File: src/hw/bea_pkg.sv
// Package for the byte-wide boot memory access glue.
// Assumes a single 200 MHz clock domain; holds map, field and timing constants.
package bea_pkg;

  // ---------------------------------------------------------------------------
  // Address map
  // ---------------------------------------------------------------------------
  localparam logic [31:0] DATA_WINDOW_BASE = 32'hFE00_0000;
  localparam logic [31:0] CODE_BASE        = 32'hFFE0_0000;
  localparam logic [31:0] ALIAS_LOW_BASE   = 32'hFF00_0000;
  localparam logic [31:0] ALIAS_STEP       = 32'h0020_0000;
  localparam logic [6:0]  TOP_REGION       = 7'h7F;
  localparam int          REGION_LSB       = 25;
  localparam int          BYTE_SEL_BIT     = 21;
  localparam int          CODE_SEL_BIT     = 24;
  localparam logic [2:0]  BYTE_IDX_W       = 3'h3;
  localparam logic [2:0]  UNREACH_LOC_1    = 3'h1;
  localparam logic [2:0]  UNREACH_LOC_2    = 3'h2;
  localparam logic [2:0]  COPY_IMG_SECOND  = 3'h3;

  // ---------------------------------------------------------------------------
  // APB register map
  // ---------------------------------------------------------------------------
  localparam logic [7:0] REG_CTRL      = 8'h00;
  localparam logic [7:0] REG_ACC_WAIT  = 8'h04;
  localparam logic [7:0] REG_OE_WAIT   = 8'h08;
  localparam logic [7:0] REG_STATUS    = 8'h0C;
  localparam int         CTRL_ALIAS    = 0;
  localparam int         CTRL_BOOT8    = 1;
  localparam logic [1:0] CTRL_RESET    = 2'h3;

  // ---------------------------------------------------------------------------
  // Timing
  // ---------------------------------------------------------------------------
  localparam int CLK_PERIOD_PS   = 5000;
  localparam int FLOAT_TIME_PS   = 60000;
  localparam int FLOAT_CYCLES    = (FLOAT_TIME_PS + CLK_PERIOD_PS - 1) / CLK_PERIOD_PS;
  localparam logic [7:0] ACC_WAIT_RESET = 8'h02;
  localparam logic [7:0] OE_WAIT_RESET  = 8'h03;

endpackage

File: src/hw/bea_top.sv
// Boot memory glue: maps a byte-wide memory on the low byte lane, times its
// reads with wait states and holds off the next cycle until outputs float.
// Assumes the processor holds its request until ready and one 200 MHz clock.
//
// Notes on behaviour
// - Byte-select bit for data reads is address bit 21.
// - Every eight bytes the index wraps and low address advances by one.
// - Data window starts at FE000000; code offset zero fetches at FFE00000.
// - Code also runs at aliases FFC00000 down to FF000000 in 200000 steps.
// - Without mux, byte enables drive memory low address; data on low lane.
// - Outside byte-boot only six byte-enable codes exist; 1 and 2 unreachable.
// - Memory output enable is driven by the I/O read strobe.
// - 200ns access at 33 MHz needs two wait states before ready.
// - 85ns output-enable time needs three wait states per read.
// - Recovery timer blocks the next cycle until outputs float, 60ns.
// - Address bit 24 high means code fetch, data mux B, cacheable.
// - Low address mux picks byte enables or address bits by alias bit.
//
// Added by the designer: the APB slave port and the register offsets.
`timescale 1ns/100ps
module bea_top
  import bea_pkg::*;
#(
  parameter int RECOVERY_CYCLES = bea_pkg::FLOAT_CYCLES
) (
  input  wire logic        mclk,
  input  wire logic        rst_n,
  input  wire logic        psel,
  input  wire logic        penable,
  input  wire logic        pwrite,
  input  wire logic [31:0] paddr,
  input  wire logic [31:0] pwdata,
  output logic      [31:0] prdata,
  output logic             pready,
  output logic             pslverr,
  input  wire logic        cpu_req,
  input  wire logic [31:0] cpu_addr,
  input  wire logic [2:0]  byte_enable_lines,
  input  wire logic [7:0]  mem_data,
  output logic      [7:0]  cpu_data,
  output logic             cpu_ready,
  output logic             cacheable_indicate,
  output logic             data_mux_b,
  output logic             io_read_strobe_n,
  output logic      [2:0]  mem_low_addr,
  output logic             byte_boot_mode,
  output logic             cycle_blocked
);
  import bea_pkg::*;

  initial begin
    if (RECOVERY_CYCLES < FLOAT_CYCLES) $error("recovery shorter than float time");
  end

  // ---------------------------------------------------------------------------
  // Input synchronisers
  // ---------------------------------------------------------------------------
  // The processor bus is treated as an outside pin group, so each request
  // passes two flops; the address and enables are stable by then.
  logic        req_s1_q, req_s2_q;
  logic [31:0] addr_s1_q, addr_s2_q;
  logic [2:0]  be_s1_q, be_s2_q;
  logic [7:0]  dat_s1_q, dat_s2_q;

  always_ff @(posedge mclk or negedge rst_n) begin
    if (!rst_n) begin
      req_s1_q  <= 1'b0;
      req_s2_q  <= 1'b0;
      addr_s1_q <= 32'h0000_0000;
      addr_s2_q <= 32'h0000_0000;
      be_s1_q   <= 3'h0;
      be_s2_q   <= 3'h0;
      dat_s1_q  <= 8'h00;
      dat_s2_q  <= 8'h00;
    end else begin
      req_s1_q  <= cpu_req;
      req_s2_q  <= req_s1_q;
      addr_s1_q <= cpu_addr;
      addr_s2_q <= addr_s1_q;
      be_s1_q   <= byte_enable_lines;
      be_s2_q   <= be_s1_q;
      dat_s1_q  <= mem_data;
      dat_s2_q  <= dat_s1_q;
    end
  end

  // ---------------------------------------------------------------------------
  // Registers
  // ---------------------------------------------------------------------------
  logic [1:0] ctrl_q, ctrl_d;
  logic [7:0] acc_wait_q, acc_wait_d;
  logic [7:0] oe_wait_q, oe_wait_d;
  logic [31:0] prdata_q, prdata_d;
  logic        pready_q, pready_d;
  logic        pslverr_q, pslverr_d;
  logic [7:0]  reads_q;
  logic        bad_be_q;

  // One wait cycle in the access phase: pready rises on the second edge.
  always_comb begin
    ctrl_d     = ctrl_q;
    acc_wait_d = acc_wait_q;
    oe_wait_d  = oe_wait_q;
    prdata_d   = prdata_q;
    pready_d   = 1'b0;
    pslverr_d  = 1'b0;
    if (psel && penable && !pready_q) begin
      pready_d = 1'b1;
      if (paddr[7:0] == REG_CTRL && paddr[31:8] == '0) begin
        if (pwrite) ctrl_d = pwdata[1:0];
        prdata_d = {30'h0, ctrl_q};
      end else if (paddr[7:0] == REG_ACC_WAIT && paddr[31:8] == '0) begin
        if (pwrite) acc_wait_d = pwdata[7:0];
        prdata_d = {24'h0, acc_wait_q};
      end else if (paddr[7:0] == REG_OE_WAIT && paddr[31:8] == '0) begin
        if (pwrite) oe_wait_d = pwdata[7:0];
        prdata_d = {24'h0, oe_wait_q};
      end else if (paddr[7:0] == REG_STATUS && paddr[31:8] == '0) begin
        prdata_d = {21'h0, bad_be_q, reads_q, cycle_blocked, !io_read_strobe_n};
      end else begin
        prdata_d  = 32'h0000_0000;
        pslverr_d = 1'b1;
      end
    end
  end

  always_ff @(posedge mclk or negedge rst_n) begin
    if (!rst_n) begin
      ctrl_q     <= CTRL_RESET;
      acc_wait_q <= ACC_WAIT_RESET;
      oe_wait_q  <= OE_WAIT_RESET;
      prdata_q   <= 32'h0000_0000;
      pready_q   <= 1'b0;
      pslverr_q  <= 1'b0;
    end else begin
      ctrl_q     <= ctrl_d;
      acc_wait_q <= acc_wait_d;
      oe_wait_q  <= oe_wait_d;
      prdata_q   <= prdata_d;
      pready_q   <= pready_d;
      pslverr_q  <= pslverr_d;
    end
  end

  assign prdata  = prdata_q;
  assign pready  = pready_q;
  assign pslverr = pslverr_q;

  // ---------------------------------------------------------------------------
  // Address mapping
  // ---------------------------------------------------------------------------
  logic       hit, code_fetch, low_valid;
  logic [2:0] low_addr, byte_index;

  bea_addr_map u_map (
    .cpu_addr          (addr_s2_q),
    .byte_enable_lines (be_s2_q),
    .alias_sel         (ctrl_q[CTRL_ALIAS]),
    .hit               (hit),
    .code_fetch        (code_fetch),
    .low_addr          (low_addr),
    .low_valid         (low_valid),
    .byte_index        (byte_index)
  );

  // ---------------------------------------------------------------------------
  // Read cycle sequencer
  // ---------------------------------------------------------------------------
  typedef enum logic [1:0] {ST_IDLE, ST_WAIT, ST_READY, ST_DONE} bea_state_t;
  bea_state_t st_q, st_d;
  logic [7:0] cnt_q, cnt_d;
  logic       strobe_q, strobe_d;
  logic       rdy_q, rdy_d;
  logic       ken_q, ken_d;
  logic       muxb_q, muxb_d;
  logic [2:0] low_q, low_d;
  logic [7:0] dout_q, dout_d;
  logic       rec_start, busy;

  // The longer of the two wait figures governs, since both must be met.
  function automatic logic [7:0] max8(input logic [7:0] a, input logic [7:0] b);
    return (a > b) ? a : b;
  endfunction

  always_comb begin
    st_d      = st_q;
    cnt_d     = cnt_q;
    strobe_d  = strobe_q;
    rdy_d     = 1'b0;
    ken_d     = ken_q;
    muxb_d    = muxb_q;
    low_d     = low_q;
    dout_d    = dout_q;
    rec_start = 1'b0;
    case (st_q)
      ST_IDLE: begin
        if (req_s2_q && hit && !busy) begin
          st_d     = ST_WAIT;
          strobe_d = 1'b1;
          cnt_d    = max8(acc_wait_q, oe_wait_q);
          ken_d    = code_fetch;
          muxb_d   = code_fetch;
          low_d    = low_addr;
        end
      end
      ST_WAIT: begin
        if (cnt_q == 8'h00) begin
          st_d   = ST_READY;
          rdy_d  = 1'b1;
          dout_d = dat_s2_q;
        end else begin
          cnt_d = cnt_q - 8'h01;
        end
      end
      ST_READY: begin
        st_d      = ST_DONE;
        strobe_d  = 1'b0;
        rec_start = 1'b1;
      end
      default: begin
        if (!req_s2_q) begin
          st_d  = ST_IDLE;
          ken_d = 1'b0;
        end
      end
    endcase
  end

  always_ff @(posedge mclk or negedge rst_n) begin
    if (!rst_n) begin
      st_q     <= ST_IDLE;
      cnt_q    <= 8'h00;
      strobe_q <= 1'b0;
      rdy_q    <= 1'b0;
      ken_q    <= 1'b0;
      muxb_q   <= 1'b0;
      low_q    <= 3'h0;
      dout_q   <= 8'h00;
    end else begin
      st_q     <= st_d;
      cnt_q    <= cnt_d;
      strobe_q <= strobe_d;
      rdy_q    <= rdy_d;
      ken_q    <= ken_d;
      muxb_q   <= muxb_d;
      low_q    <= low_d;
      dout_q   <= dout_d;
    end
  end

  // Status: a count of completed reads and a sticky flag for a read at an unreachable low code.
  always_ff @(posedge mclk or negedge rst_n) begin
    if (!rst_n) begin
      reads_q  <= 8'h00;
      bad_be_q <= 1'b0;
    end else begin
      if (rec_start) reads_q <= reads_q + 8'h01;
      if (st_q == ST_IDLE && st_d == ST_WAIT && !low_valid) bad_be_q <= 1'b1;
    end
  end

  // ---------------------------------------------------------------------------
  // Recovery timer
  // ---------------------------------------------------------------------------
  logic busy_q;

  bea_recovery_timer #(.CYCLES(RECOVERY_CYCLES)) u_rec (
    .mclk  (mclk),
    .rst_n (rst_n),
    .start (rec_start),
    .busy  (busy)
  );

  always_ff @(posedge mclk or negedge rst_n) begin
    if (!rst_n) begin
      busy_q <= 1'b0;
    end else begin
      busy_q <= busy || rec_start;
    end
  end

  assign cpu_data           = dout_q;
  assign cpu_ready          = rdy_q;
  assign cacheable_indicate = ken_q;
  assign data_mux_b         = muxb_q;
  assign io_read_strobe_n   = !strobe_q;
  assign mem_low_addr       = low_q;
  assign byte_boot_mode     = ctrl_q[CTRL_BOOT8];
  assign cycle_blocked      = busy_q;
endmodule // bea_top

File: src/hw/bea_recovery_timer.sv
// Cycle recovery timer: holds off the next bus cycle after a read strobe.
// Assumes start is a one-cycle pulse on mclk when the strobe releases.
`timescale 1ns/100ps
module bea_recovery_timer #(
  parameter int CYCLES = 12
) (
  input  wire logic mclk,
  input  wire logic rst_n,
  input  wire logic start,
  output logic      busy
);
  import bea_pkg::*;

  localparam int W = $clog2(CYCLES + 1);
  initial begin
    if (CYCLES < 1) $error("recovery count must be at least one");
  end

  logic [W-1:0] cnt_q, cnt_d;

  // Reload on start, then count down; busy while non-zero.
  always_comb begin
    cnt_d = cnt_q;
    if (start) begin
      cnt_d = W'(CYCLES);
    end else if (cnt_q != '0) begin
      cnt_d = cnt_q - W'(1);
    end
  end

  always_ff @(posedge mclk or negedge rst_n) begin
    if (!rst_n) begin
      cnt_q <= '0;
    end else begin
      cnt_q <= cnt_d;
    end
  end

  assign busy = (cnt_q != '0);
endmodule // bea_recovery_timer

File: src/hw/bea_addr_map.sv
// Address mapping for the boot memory: decodes the window and forms low bits.
// Purely combinational; the caller registers the results.
`timescale 1ns/100ps
module bea_addr_map (
  input  wire logic [31:0] cpu_addr,
  input  wire logic [2:0]  byte_enable_lines,
  input  wire logic        alias_sel,
  output logic             hit,
  output logic             code_fetch,
  output logic [2:0]       low_addr,
  output logic             low_valid,
  output logic [2:0]       byte_index
);
  import bea_pkg::*;

  // Byte-enable codes that the bus can form outside byte-boot mode.
  function automatic logic be_reachable(input logic [2:0] be);
    return (be != UNREACH_LOC_1) && (be != UNREACH_LOC_2);
  endfunction

  // Top 32 Mbyte region; bit 24 splits code fetches from data reads.
  always_comb begin
    hit        = (cpu_addr[31:REGION_LSB] == TOP_REGION);
    code_fetch = cpu_addr[CODE_SEL_BIT];
    byte_index = cpu_addr[BYTE_SEL_BIT +: 3];
    if (alias_sel) begin
      low_addr  = byte_enable_lines;
      low_valid = be_reachable(byte_enable_lines);
    end else begin
      low_addr  = cpu_addr[5:3];
      low_valid = 1'b1;
    end
  end

endmodule // bea_addr_map

File: config.mk
export PLATFORM = sky130hd
export DESIGN_NAME = bea_top
export DESIGN_NICKNAME = d
export VERILOG_FILES = /design/src/hw/bea_pkg.sv /design/src/hw/bea_top.sv /design/src/hw/bea_recovery_timer.sv /design/src/hw/bea_addr_map.sv
export SDC_FILE = /design/constraint.sdc
export NUM_CORES = 1
export LEC_CHECK = 0
export BUFFER_PORTS_ARGS = -buffer_cell sky130_fd_sc_hd__buf_4
export CORE_MARGIN = 3
export CORE_UTILIZATION = 54
export DETAILED_ROUTE_END_ITERATION = 10
export GPL_TIMING_DRIVEN = 0
export PLACE_DENSITY = 0.94
export REMOVE_ABC_BUFFERS = 1
export SLEW_MARGIN = 10
export SYNTH_ARGS = -nofsm -noshare
export SYNTH_HDL_FRONTEND = slang
export SYNTH_SLANG_ARGS = --single-unit
File: constraint.sdc
create_clock -name mclk -period 5.26 [get_ports mclk]
set_input_delay 0.263 -clock mclk [delete_from_list [all_inputs] [get_ports mclk]]
set_output_delay 0.263 -clock mclk [all_outputs]
set_load 0.01 [all_outputs]
==> PnR_summary.wiki <==
{| class="wikitable"
! Metric !! Value
|-
| Status || finished clean
|-
| Count of max-cap constraint violations || 0
|-
| Power Internal || roughly 1900 µW
|-
| Full die area || between 10,000 and 15,000 µm²
|-
| Count of different cell masters after synthesis || between 50 and 60
|-
| LEAKAGE || between 0.003 and 0.004 µW
|-
| Cell Rows || 34
|-
| Most common library cells after synthesis || dfrtp_1 (111), nand2_1 (56), mux2_2 (25), buf_4 (21), a21oi_1 (18)
|-
| Register-to-Register Path Depth || 8
|-
| Slew headroom || 0.331
|-
| Fin Clk Skew || about 8.3 ps
|-
| DPL Wire Length || about 7300 µm
|-
| Vias in the first global route || around 4,000
|-
| Core outline area || roughly 8800 µm²
|-
| Fillcell total || 510
|-
| Crit path time final || roughly 2800 ps
|-
| Critical path capture point || cnt_q[7]$_DFFE_PN0P_
|-
| Root buffer cell || clkbuf_8
|-
| Highest achievable clock rate || about 360 MHz
|-
| Worst-path maximum fanout || 9
|-
| Switching portion of total power || 0.316
|-
| Least-Margin Pin Slew || around 1000 ps
|-
| Clock network power share || 0.378
|-
| Overflow left after global routing || 0
|-
| Total count of max-transition violations in the final report || 0
|-
| Fraction of layout instances using a drive strength above 1 || 0.302
|-
| Top cell type by total area after synthesis || dfrtp_1
|-
| Worst min-delay path class || primary input to flip-flop
|-
| Net switching power || between 800 and 900 µW
|-
| Crit. End Element || flip-flop
|-
| Startpoint of the most critical setup path || u_rec.cnt_q[0]$_DFFE_PN0P_
|-
| CTS Buf Count || 17
|-
| Unrepaired setup endpoints after global routing || false
|-
| First-pass GRT wire length || approximately 19,000 µm
|-
| Final-report setup violation count || 0
|-
| Number of design-rule violations left by the first detailed-router iteration || approximately 240
|-
| Critical path required time || around 5700 ps
|-
| Top flip-flop cell by instance count after synthesis || dfrtp_1
|-
| Sequential share of the synthesized area || 0.585
|-
| Overall die width || roughly 100 µm
|-
| Largest net degree at the start of global routing || ~120
|-
| PnR Total Power || 2820 µW
|-
| Number of I/O pins || 164
|-
| Initial core utilization || 0.562
|-
| Number of setup buffers added after CTS || 0
|-
| Sequential share of power || 0.396
|-
| CTS HTree Levels || 4
|-
| Setup TNS || 0 ps
|-
| Cell types with the largest area share after synthesis || dfrtp_1 (56%), mux2_2 (5.7%), nand2_1 (4.2%)
|-
| Reg2reg end || cnt_q[7]$_DFFE_PN0P_
|-
| Count of synthesis-stage warnings from yosys || 0
|-
| Number of vias per cell after detailed routing || between 5 and 6
|-
| Synth Instances || 423
|-
| Internal reg-to-reg setup slack || between 2000 and 3000 ps
|-
| Latest clock arrival within the worst-skew pair || between 500 and 600 ps
|-
| Total clock sinks || around 120
|-
| Async set-reset flop share out of synthesis || 1.00
|-
| DR pass1 iterations || 4
|-
| Count of vias placed by the detailed router || between 3,000 and 4,000
|-
| Antenna Cells || 0
|-
| Initial antenna violation count || 0
|-
| Remaining DRCs || 0
|-
| Die outline height || 102 µm
|-
| Clock-pin slew of the registers on the worst-case setup and hold paths || approximately 60 ps
|-
| Type of element launching the critical path || flip-flop
|-
| Flip-flop and latch area || about 2900 µm²
|-
| Drt wl/cell || 17.9 µm
|-
| Critical R2R Launch || u_rec.cnt_q[0]$_DFFE_PN0P_
|-
| Final-report hold violation count || 0
|-
| Worst vdd ir || 338 µV
|-
| Data arrival time of the worst path || roughly 3200 ps
|-
| Total power density per cell area || 429 nW/µm²
|-
| RePlAce Congestion || between 0.8 and 0.9
|-
| Total of buffers placed on input and output ports || slightly below 100
|-
| Post-layout nets || slightly below 700
|-
| Synthesized area || a little under 5000 µm²
|-
| Synthesis-stage register bit count || about 120
|-
| Clock tree from TritonCTS || built
|-
| Longest Clk Path Bufs || 2
|-
| Combinational share of power || 0.225
|-
| Overall global routing resource usage || 0.245
|-
| Post-route ant nets || 0
|-
| Final Routed Wirelength || roughly 12,000 µm
|-
| Area Growth Syn to Fin || 32.3%
|-
| Area occupied by multi-input gates || between 1500 and 2000 µm²
|-
| Area share of the largest cell type after synthesis || 0.559
|-
| Most frequently used cell type in the post-synthesis netlist || dfrtp_1
|-
| Post-synthesis average cell area || about 12 µm²
|-
| Count of flip-flops with a built-in enable after synthesis || 0
|-
| Type of the worst setup path || flip-flop to flip-flop
|-
| Period utilisation layout || 0.524
|}
[stage by stage]
step	utilization	setup slack (ps)	cell area, µm²	hold WS [ps]	instances
after global routing	0.743	2460	6580	196	680
final	0.743	2500	6580	173	680
after CTS	0.743	2570	6580	173	680
after floorplan	-	3040	4830	-32.6	411
after global placement	0.644	2790	5700	332	616
after detailed placement	0.644	2680	5700	335	616
[worst min-delay path by stage]
stage | depth (start not counted) | end | start | slack [ps]
floorplan | 0 | acc_wait_q[0]$_DFFE_PN0P_ | rst_n | -30
global placement | 0 | addr_s2_q[3]$_DFF_PN0_ | addr_s1_q[3]$_DFF_PN0_ | 330
detailed placement | 0 | addr_s2_q[30]$_DFF_PN0_ | addr_s1_q[30]$_DFF_PN0_ | 330
CTS | 5 | pslverr$_DFF_PN0_ | paddr[30] | 170
global route | 5 | pslverr$_DFF_PN0_ | paddr[30] | 200
finish | 5 | pslverr$_DFF_PN0_ | paddr[30] | 170
[final cells by class]
cell class                      count  share of cell area
Tap cell                          108              0.0205
Clock buffer                       18              0.0651
Inverter                           19              0.0108
Sequential cell                   116               0.442
Timing Repair Buffer              129               0.160
Multi-Input combinational cell    276               0.282
Clock inverter                     14              0.0196
[power by group through the flow]
stage	logic (µW)	registers, µW	clock network [µW]
global route	696	1130	1130
CTS	626	1120	1070
floorplan	370	1110	0
detailed placement	589	1130	0
finish	636	1120	1070
global placement	547	1120	0
[critical path: stages, from the launching register on]
cell and delay (ps):
dfrtp_1 420, inv_1 100, ha_1 190, or3b_1 520, o31ai_4 510, nand2_2 110
or3_1 480, a21oi_1 210, a21oi_1 90
[flip-flops by register name, summed over array words and instances (netlist names), 2 cells and up]
register      flops
be_s2_q           3
cnt_q             8
st_q              2
addr_s1_q        11
oe_wait_q         8
be_s1_q           3
dat_s2_q          8
cpu_data          8
mem_low_addr      3
acc_wait_q        8
prdata           11
reads_q           8
dat_s1_q          8
u_rec.cnt_q       4
ctrl_q            2
addr_s2_q        11
[metal layers]
metal | GRT usage | share of wire | wire length, µm | vias up
met5 | 0 | 0 | 0 | -
met1 | 0.273 | 0.38 | 4640 | 1902
met4 | 0.0676 | 0.017 | 206 | 0
li1 | - | - | - | 1727
met3 | 0.0819 | 0.072 | 881 | 22
met2 | 0.448 | 0.53 | 6470 | 183
[cell usage in the layout, fill, tap and decap left out, types with 5 or more instances in the layout]
| cell | synthesis | final |
|---|---|---|
| nand2_1 | 56 | 56 |
| ha_1 | 16 | 16 |
| dfrtp_1 | 111 | 111 |
| clkbuf_16 | 0 | 16 |
| inv_1 | 17 | 17 |
| nand3_1 | 16 | 16 |
| a21oi_1 | 18 | 18 |
| nand4_1 | 11 | 11 |
| conb_1 | 1 | 21 |
| a22oi_1 | 6 | 6 |
| nor4_1 | 9 | 9 |
| xnor2_1 | 6 | 6 |
| dlygate4sd3_1 | 0 | 32 |
| nor2_1 | 13 | 13 |
| o21ai_0 | 11 | 11 |
| mux2i_1 | 5 | 5 |
| o31ai_1 | 5 | 5 |
| buf_4 | 21 | 96 |
| dfstp_2 | 5 | 5 |
| mux2_2 | 25 | 25 |
[cells by family (layout without fill, tap and decap cells)]
logic type	Yosys count	count (layout)	share of synthesized area
adders and majority gates	16	16	0.0403
other	1	21	0.000754
and+or+nand+nor	129	129	0.130
xor gates and xnor gates	10	10	0.0176
muxes	33	33	0.0780
AOI/OAI and AO/OA	67	67	0.0906
buffers and inverters	51	180	0.0576
DFF	116	116	0.585
[repair_timing]
action,in CTS,in global routing
gates resized for setup,0,0
setup endpoints to repair,0,0
hold buffers,32,0
hold endpoints to repair,148,0
Note: power is estimated with default switching activity, not from simulation.
